## config.mk

```make
export PLATFORM = sky130hd
export DESIGN_NAME = tx_line_interface_outputs
export DESIGN_NICKNAME = d
export VERILOG_FILES = /design/src/tx_line_pkg.sv /design/src/sym_fifo.sv /design/src/tx_line_interface_outputs.sv
export SDC_FILE = /design/constraint.sdc
export NUM_CORES = 1
export LEC_CHECK = 0
export ABC_CLOCK_PERIOD_IN_PS = 7900
export BUFFER_PORTS_ARGS = -buffer_cell sky130_fd_sc_hd__buf_2
export CAP_MARGIN = 20
export CORE_UTILIZATION = 49
export CTS_BUF_LIST = sky130_fd_sc_hd__clkbuf_4 sky130_fd_sc_hd__clkbuf_8 sky130_fd_sc_hd__clkbuf_16
export DETAILED_ROUTE_END_ITERATION = 16
export MAX_ROUTING_LAYER = met4
export PLACE_DENSITY = 0.81
export SLEW_MARGIN = 20
export SYNTH_ARGS = -nofsm -noshare
export SYNTH_HDL_FRONTEND = slang
export SYNTH_SLANG_ARGS = --single-unit
```

## constraint.sdc

```tcl
create_clock -name i_core_clk -period 7.9 [get_ports i_core_clk]
set_input_delay 0.79 -clock i_core_clk [delete_from_list [all_inputs] [get_ports i_core_clk]]
set_output_delay 0.79 -clock i_core_clk [all_outputs]
set_load 0.05 [all_outputs]
```

## src/tx_line_pkg.sv

```systemverilog
// constants and types for the transmit line output stage
//******************************************************************
// Contract
// - line clock output is driven only while the line pins are enabled
// - line clock output runs at the DS3 or E3 line rate
// - coded modes: positive output high for each bit needing a positive pulse
// - coded modes: negative output high for each bit needing a negative pulse
// - unencoded mode: serial data bit appears on the shared positive/data output
// - outputs update on rising reference edge, falling edge when reference inverted
// - reference defaults to line clock; four other clocks are selectable
// - positive/data output can be disabled while the analog transmitter is on
// - line clock, positive/data and negative outputs each have own inversion
// - analog pair driven only when transmitter and its drive are enabled
// - one line bit per reference clock cycle at DS3 or E3 rate
// - line clock output usable as timing reference for framer-side signals
//******************************************************************
package tx_line_pkg;
   //******************************************************************
   // line rates
   //******************************************************************
   localparam int DS3_RATE_KHZ = 44736;
   localparam int E3_RATE_KHZ = 34368;
   localparam int CORE_CLK_KHZ = 50000;
   //******************************************************************
   // reference clock selection
   //******************************************************************
   localparam int NUM_REFS = 5;
   localparam logic [2:0] REF_LINE_CLK = 3'h0;
   localparam logic [2:0] REF_TX_CLOCK_OUT = 3'h1;
   localparam logic [2:0] REF_TX_CLOCK_IN = 3'h2;
   localparam logic [2:0] REF_RX_LINE_CLOCK_IN = 3'h3;
   localparam logic [2:0] REF_RX_CLOCK_OUT = 3'h4;
   //******************************************************************
   // symbol stream
   //******************************************************************
   localparam int SYM_W = 2;
   localparam int SYM_POS = 0;
   localparam int SYM_NEG = 1;
   localparam int FIFO_DEPTH = 8;
   localparam logic LINE_IDLE = 1'h0;
   typedef enum logic [1:0] {
      MODE_AMI,
      MODE_B3ZS,
      MODE_HDB3,
      MODE_UNI
   } line_mode_t;
endpackage

```

## src/sym_fifo.sv

```systemverilog
// flip-flop fifo carrying line symbols to the output stage
`timescale 1ns/1ps
module sym_fifo #(
   parameter int WIDTH = 2,
   parameter int DEPTH = 8
) (
   // clock and reset
   input wire logic i_core_clk,
   input wire logic i_rst_n,
   // fill side
   input wire logic i_wr_valid,
   input wire logic [WIDTH-1:0] i_wr_data,
   output logic o_wr_ready,
   // drain side
   output logic o_rd_valid,
   output logic [WIDTH-1:0] o_rd_data,
   input wire logic i_rd_ready
);
   localparam int AW = $clog2(DEPTH);
   logic [WIDTH-1:0] mem_q [DEPTH];
   logic [AW-1:0] wr_ptr_q;
   logic [AW-1:0] rd_ptr_q;
   logic [AW:0] count_q;
   logic push;
   logic pop;

   assign o_wr_ready = (count_q != (AW+1)'(DEPTH));
   assign o_rd_valid = (count_q != '0);
   assign o_rd_data = mem_q[rd_ptr_q];
   assign push = i_wr_valid && o_wr_ready;
   assign pop = i_rd_ready && o_rd_valid;

   always_ff @(posedge i_core_clk) begin
      if (push) begin
         mem_q[wr_ptr_q] <= i_wr_data;
      end
   end

   always_ff @(posedge i_core_clk) begin
      if (!i_rst_n) begin
         wr_ptr_q <= '0;
         rd_ptr_q <= '0;
         count_q <= '0;
      end else begin
         if (push) begin
            wr_ptr_q <= (wr_ptr_q == AW'(DEPTH-1)) ? '0 : wr_ptr_q + 1'b1;
         end
         if (pop) begin
            rd_ptr_q <= (rd_ptr_q == AW'(DEPTH-1)) ? '0 : rd_ptr_q + 1'b1;
         end
         case ({push, pop})
            2'b10: count_q <= count_q + 1'b1;
            2'b01: count_q <= count_q - 1'b1;
            default: count_q <= count_q;
         endcase
      end
   end
endmodule

```

## src/tx_line_interface_outputs.sv

```systemverilog
// transmit line interface output stage: clock, pulse and analog enables
`timescale 1ns/1ps
module tx_line_interface_outputs
   import tx_line_pkg::*;
(
   // clock and reset
   input wire logic i_core_clk,
   input wire logic i_rst_n,
   // configuration
   input wire line_mode_t i_line_mode,
   input wire logic i_e3_mode,
   input wire logic i_tx_line_pins_enable,
   input wire logic [2:0] i_ref_select,
   input wire logic i_ref_invert,
   input wire logic i_clk_out_invert,
   input wire logic i_pos_invert,
   input wire logic i_neg_invert,
   input wire logic i_analog_tx_enable,
   input wire logic i_analog_drive_enable,
   input wire logic i_pos_disable,
   // reference clock pins
   input wire logic i_line_rate_clk,
   input wire logic i_tx_clock_out,
   input wire logic i_tx_clock_in,
   input wire logic i_rx_line_clock_in,
   input wire logic i_rx_clock_out,
   // symbol stream from the encoder
   input wire logic i_sym_valid,
   input wire logic i_sym_pos,
   input wire logic i_sym_neg,
   output logic o_sym_ready,
   // line pins
   output logic o_tx_line_clock_out,
   output logic o_tx_positive_pulse_out,
   output logic o_tx_negative_pulse_out,
   // analog pair enables
   output logic o_tx_analog_plus,
   output logic o_tx_analog_plus_oe,
   output logic o_tx_analog_minus,
   output logic o_tx_analog_minus_oe,
   // status
   output logic o_line_clock_rise,
   output logic o_underrun,
   output logic [15:0] o_line_rate_khz
);
   //******************************************************************
   // reference clock sampling
   //******************************************************************
   logic [NUM_REFS-1:0] pin_raw;
   logic [NUM_REFS-1:0] sync1_q;
   logic [NUM_REFS-1:0] sync2_q;
   logic [NUM_REFS-1:0] sync3_q;
   logic [NUM_REFS-1:0] lvl_q;
   logic [NUM_REFS-1:0] lvl_prev_q;
   logic [NUM_REFS-1:0] agree;
   logic [NUM_REFS-1:0] rise;
   logic [NUM_REFS-1:0] fall;
   logic [2:0] sel_idx;
   logic sel_rise;
   logic sel_fall;
   logic sel_edge;

   assign pin_raw = {i_rx_clock_out, i_rx_line_clock_in, i_tx_clock_in,
                     i_tx_clock_out, i_line_rate_clk};
   // only the second and third stages are compared, the first stays private
   assign agree = sync2_q ~^ sync3_q;

   always_ff @(posedge i_core_clk) begin
      if (!i_rst_n) begin
         sync1_q <= '0;
         sync2_q <= '0;
         sync3_q <= '0;
         lvl_q <= '0;
         lvl_prev_q <= '0;
      end else begin
         sync1_q <= pin_raw;
         sync2_q <= sync1_q;
         sync3_q <= sync2_q;
         lvl_q <= (lvl_q & ~agree) | (sync3_q & agree);
         lvl_prev_q <= lvl_q;
      end
   end

   assign rise = lvl_q & ~lvl_prev_q;
   assign fall = ~lvl_q & lvl_prev_q;

   // unknown selections fall back to the line clock
   always_comb begin
      case (i_ref_select)
         REF_TX_CLOCK_OUT: sel_idx = REF_TX_CLOCK_OUT;
         REF_TX_CLOCK_IN: sel_idx = REF_TX_CLOCK_IN;
         REF_RX_LINE_CLOCK_IN: sel_idx = REF_RX_LINE_CLOCK_IN;
         REF_RX_CLOCK_OUT: sel_idx = REF_RX_CLOCK_OUT;
         default: sel_idx = REF_LINE_CLK;
      endcase
   end

   assign sel_rise = rise[sel_idx];
   assign sel_fall = fall[sel_idx];
   assign sel_edge = i_ref_invert ? sel_fall : sel_rise;

   //******************************************************************
   // symbol buffer
   //******************************************************************
   logic rd_valid;
   logic [SYM_W-1:0] rd_sym;
   logic pop;
   logic uni_mode;

   // one symbol leaves per reference cycle, so the encoder is throttled to line rate
   assign pop = sel_edge && i_tx_line_pins_enable;
   assign uni_mode = (i_line_mode == MODE_UNI);

   sym_fifo #(
      .WIDTH(SYM_W),
      .DEPTH(FIFO_DEPTH)
   ) u_fifo (
      .i_core_clk(i_core_clk),
      .i_rst_n(i_rst_n),
      .i_wr_valid(i_sym_valid),
      .i_wr_data({i_sym_neg, i_sym_pos}),
      .o_wr_ready(o_sym_ready),
      .o_rd_valid(rd_valid),
      .o_rd_data(rd_sym),
      .i_rd_ready(pop)
   );

   //******************************************************************
   // bit registers, loaded on the selected edge
   //******************************************************************
   logic pos_bit_q;
   logic neg_bit_q;
   logic underrun_q;

   always_ff @(posedge i_core_clk) begin
      if (!i_rst_n) begin
         pos_bit_q <= LINE_IDLE;
         neg_bit_q <= LINE_IDLE;
      end else if (!i_tx_line_pins_enable) begin
         pos_bit_q <= LINE_IDLE;
         neg_bit_q <= LINE_IDLE;
      end else if (pop) begin
         // an empty buffer sends a zero rather than repeating a stale pulse
         pos_bit_q <= rd_valid && rd_sym[SYM_POS];
         neg_bit_q <= rd_valid && rd_sym[SYM_NEG] && !uni_mode;
      end
   end

   always_ff @(posedge i_core_clk) begin
      if (!i_rst_n) begin
         underrun_q <= 1'b0;
      end else begin
         underrun_q <= pop && !rd_valid;
      end
   end

   assign o_underrun = underrun_q;

   //******************************************************************
   // pin drivers
   //******************************************************************
   logic clk_out_q;
   logic pos_out_q;
   logic neg_out_q;
   logic pos_kill;
   logic clk_next;
   logic pos_next;
   logic neg_next;

   assign pos_kill = i_analog_tx_enable && i_pos_disable;
   assign clk_next = lvl_q[REF_LINE_CLK] ^ i_clk_out_invert;
   assign pos_next = pos_bit_q ^ i_pos_invert;
   assign neg_next = neg_bit_q ^ i_neg_invert;

   always_ff @(posedge i_core_clk) begin
      if (!i_rst_n) begin
         clk_out_q <= LINE_IDLE;
         pos_out_q <= LINE_IDLE;
         neg_out_q <= LINE_IDLE;
      end else begin
         // line clock is the rate source forwarded at DS3 or E3 frequency
         clk_out_q <= i_tx_line_pins_enable ? clk_next : LINE_IDLE;
         pos_out_q <= (i_tx_line_pins_enable && !pos_kill) ? pos_next : LINE_IDLE;
         neg_out_q <= i_tx_line_pins_enable ? neg_next : LINE_IDLE;
      end
   end

   assign o_tx_line_clock_out = clk_out_q;
   assign o_tx_positive_pulse_out = pos_out_q;
   assign o_tx_negative_pulse_out = neg_out_q;

   //******************************************************************
   // analog transmit pair
   //******************************************************************
   logic analog_drive;
   logic ana_plus_q;
   logic ana_minus_q;
   logic ana_oe_q;
   logic rise_q;

   assign analog_drive = i_analog_tx_enable && i_analog_drive_enable;

   always_ff @(posedge i_core_clk) begin
      if (!i_rst_n) begin
         ana_plus_q <= LINE_IDLE;
         ana_minus_q <= LINE_IDLE;
         ana_oe_q <= 1'b0;
      end else begin
         ana_oe_q <= analog_drive;
         ana_plus_q <= analog_drive && pos_bit_q;
         ana_minus_q <= analog_drive && neg_bit_q;
      end
   end

   assign o_tx_analog_plus = ana_plus_q;
   assign o_tx_analog_minus = ana_minus_q;
   assign o_tx_analog_plus_oe = ana_oe_q;
   assign o_tx_analog_minus_oe = ana_oe_q;

   // framer-side logic may time itself from this strobe instead of a pin
   always_ff @(posedge i_core_clk) begin
      if (!i_rst_n) begin
         rise_q <= 1'b0;
      end else begin
         rise_q <= rise[REF_LINE_CLK] && i_tx_line_pins_enable;
      end
   end

   assign o_line_clock_rise = rise_q;
   // nominal rate reported for the selected standard
   assign o_line_rate_khz = i_e3_mode ? 16'(E3_RATE_KHZ) : 16'(DS3_RATE_KHZ);
endmodule

```

==> results.sh <==
export IMPL_synth_edf_count=16
export IMPL_dp_cells=332
export IMPL_grt_pass1_wl_um=7250
export IMPL_fin_util_pct=58.7
export IMPL_pin_count=50
export IMPL_leakage_nw=1.21
export IMPL_critical_path_class="input pin to register"
export IMPL_antenna_found_initial=0
export IMPL_drv_cap=0
export IMPL_htree_levels=3
export IMPL_hold_path_class="register to register"
export IMPL_dp_hpwl_um=3050
export IMPL_ctsHoldBuffers=0
export IMPL_drcViolationCount=0
export IMPL_grt_max_degree=42
export IMPL_fin_skew_ps=11.3
export IMPL_fillers=430
export IMPL_seq_area_frac_synth_pct=54.5
export IMPL_min_period_over_period_pct=41.0
export IMPL_synthArstFlopShare_pct=0
export IMPL_ant_nets=0
export IMPL_port_buffers=36
export IMPL_dieHeight_um=75.5
export IMPL_worst_pin_slew_ps=742
export IMPL_power_density_mw_per_mm2=240
export IMPL_drive_gt1_share_pct=21.9
export IMPL_cp_required_ps=8160
export IMPL_initial_utilization_pct=51.4
export IMPL_diodes=0
export IMPL_peakVddDrop_uv=93.5
export IMPL_slew_violations=0
export IMPL_relSlewSlack_pct=50.1
export IMPL_rsz0062_at_grt="false"
export IMPL_grt_use_total_pct=18.3
export IMPL_nets=304
export IMPL_area_delta_synth_final_pct=14.2
export IMPL_path_cells="buf_2 -> or3b_4 -> o31a_1 -> o221ai_2 -> o211a_4 -> and2b_1 -> ha_1 -> xor2_1 -> ha_1 -> a21oi_1 -> xor2_1 -> or3_1 -> a21boi_0"
export IMPL_hold_viol_final=0
export IMPL_grt_overflow=0
export IMPL_clockRootBuffer="clkbuf_8"
export IMPL_share_comb_of_total_power_pct=9.3
export IMPL_vias=1712
export IMPL_syn_area_mm2=0.00264
export IMPL_tritoncts="built"
export IMPL_coreArea_mm2=0.00514
export IMPL_clock_sinks=64
export IMPL_final_cell_mix="dfxtp_1 (48), buf_2 (36), and2_1 (24), nand2_1 (21), edfxtp_1 (16)"
export IMPL_rrSetupSlack_ps=5060
export IMPL_instances_no_fill=348
export IMPL_min_period_ps=3240
export IMPL_die_area_mm2=0.00569
export IMPL_die_width_um=75.5
export IMPL_cp_start_kind="input pin"
export IMPL_seq_area_mm2=0.00144
export IMPL_clock_latency_ps=340
export IMPL_p_clk_share_pct=42.0
export IMPL_rows=26
export IMPL_final_common_cell="dfxtp_1"
export IMPL_firstDrtPassIters=4
export IMPL_power_internal_uw=557
export IMPL_cts_resized=0
export IMPL_yosysUniqueCellTypes=37
export IMPL_net_switching_power_uw=168
export IMPL_cpPeakStageDelay_ps=390
export IMPL_syn_inst=238
export IMPL_multiInputGateArea_mm2=0.00105
export IMPL_synth_area_top_cells="dfxtp_1 (36%), edfxtp_1 (18%), and2_1 (5.7%)"
export IMPL_tns_ps=0
export IMPL_power_frac_seq_pct=48.7
export IMPL_clockBufferDepth=2
export IMPL_synth_ff_type="dfxtp_1"
export IMPL_wirelength_um=4330
export IMPL_end_kind="register"
export IMPL_cp_slowest_cell="or3b_4"
export IMPL_synth_top_cell_by_area="dfxtp_1"
export IMPL_drt_iter0_drc=80
export IMPL_gp_congestion=0.765
export IMPL_postCtsSetupRepairBufs=0
export IMPL_outcome="completed"
export IMPL_via_per_inst=4.92
export IMPL_first_global_vias=1635
export IMPL_cts_buffers=9
export IMPL_synth_seq_cells=64
export IMPL_worstPathArrival_ps=3500
export IMPL_clk_pin_slew_ps=60
export IMPL_critPathMaxFanout=9
export IMPL_wl_per_cell_um=12.4
export IMPL_yosys_area_top_type_share_pct=36.3
export IMPL_ys_warn_count=0
export IMPL_netSwitchingFraction_pct=23.2
export IMPL_fmax_mhz=309
export IMPL_avgSynthCellArea_um2=11.1
export IMPL_setup_violations=0
-- cell usage after synthesis (all sizes together), types with 3 or more instances --
master	instances
nand2b	5
a21oi	4
buf	18
inv	8
mux2i	8
nand2	21
nor2	9
clkbuf	5
dfxtp	48
o21ai	8
edfxtp	16
mux4	4
nand3	3
and2	24
a31oi	4
ha	7
a21boi	8
nor3	7
xnor2	5
-- final cells by class --
type | count | share of cell area, %
clock buffer | 14 | 6.34
tap | 70 | 2.90
sequential | 64 | 47.8
clock inverter | 2 | 1.16
inverter | 8 | 0.995
multi-input combinational | 154 | 34.9
timing repair buffer | 36 | 5.97
-- worst paths after layout --
kind / startpoint / to / cells past startpoint
max reg2reg: u_fifo.count_q[0] / u_fifo.count_q[2] / 9
max: i_ref_select[0] / u_fifo.count_q[2] / 13
min: sync1_q[2] / sync2_q[2] / 1
min reg2reg: sync1_q[2] / sync2_q[2] / 1
-- routing by layer --
metal	part of all wire, %	vias to the layer above	wire length [um]	GRT usage [%]
met5	0	-	0	-
met4	1.6	0	71	8.02
met3	5.1	8	219	6.88
met2	49	54	2110	30.2
met1	45	786	1930	19.8
li1	-	864	-	-
-- power groups by stage --
stage / combinational (mW) / sequential, mW / clock (mW)
2_1_floorplan: 0.0562 / 0.361 / 0
3_3_place_gp: 0.0653 / 0.360 / 0
3_5_place_dp: 0.0672 / 0.360 / 0
4_1_cts: 0.0683 / 0.353 / 0.311
5_1_grt: 0.0741 / 0.355 / 0.330
6_report: 0.0677 / 0.353 / 0.305
-- worst max-delay path, delay by kind of cell --
| family | cells | cell delay (ps) |
|---|---|---|
| AOI/OAI and AO/OA | 5 | 790 |
| buffers and inverters | 1 | 150 |
| and+or+nand+nor | 3 | 970 |
| adders and majority gates | 2 | 470 |
| xor gates and xnor gates | 2 | 330 |
-- through the flow --
| stage | power (mW) | hold WS [ps] | instance area (um^2) | setup slack [ps] |
|---|---|---|---|---|
| after floorplan | 0.417 | 412 | 2690 | 4650 |
| after global placement | 0.425 | 415 | 2790 | 4490 |
| after detailed placement | 0.428 | 420 | 2790 | 4300 |
| after CTS | 0.733 | 429 | 3020 | 4670 |
| after global routing | 0.759 | 458 | 3020 | 4530 |
| final | 0.726 | 430 | 3020 | 4660 |
-- logic make-up after synthesis --
group | count (synthesis) | share of synthesized area [%]
DFF | 64 | 54.5
buffers and inverters | 31 | 7.24
and+or+nand+nor | 84 | 17.7
xor gates and xnor gates | 7 | 2.32
other | 2 | 0.284
AOI/OAI and AO/OA | 31 | 8.23
muxes | 12 | 6.44
adders and majority gates | 7 | 3.31
Note: power is estimated with default switching activity, not from simulation.
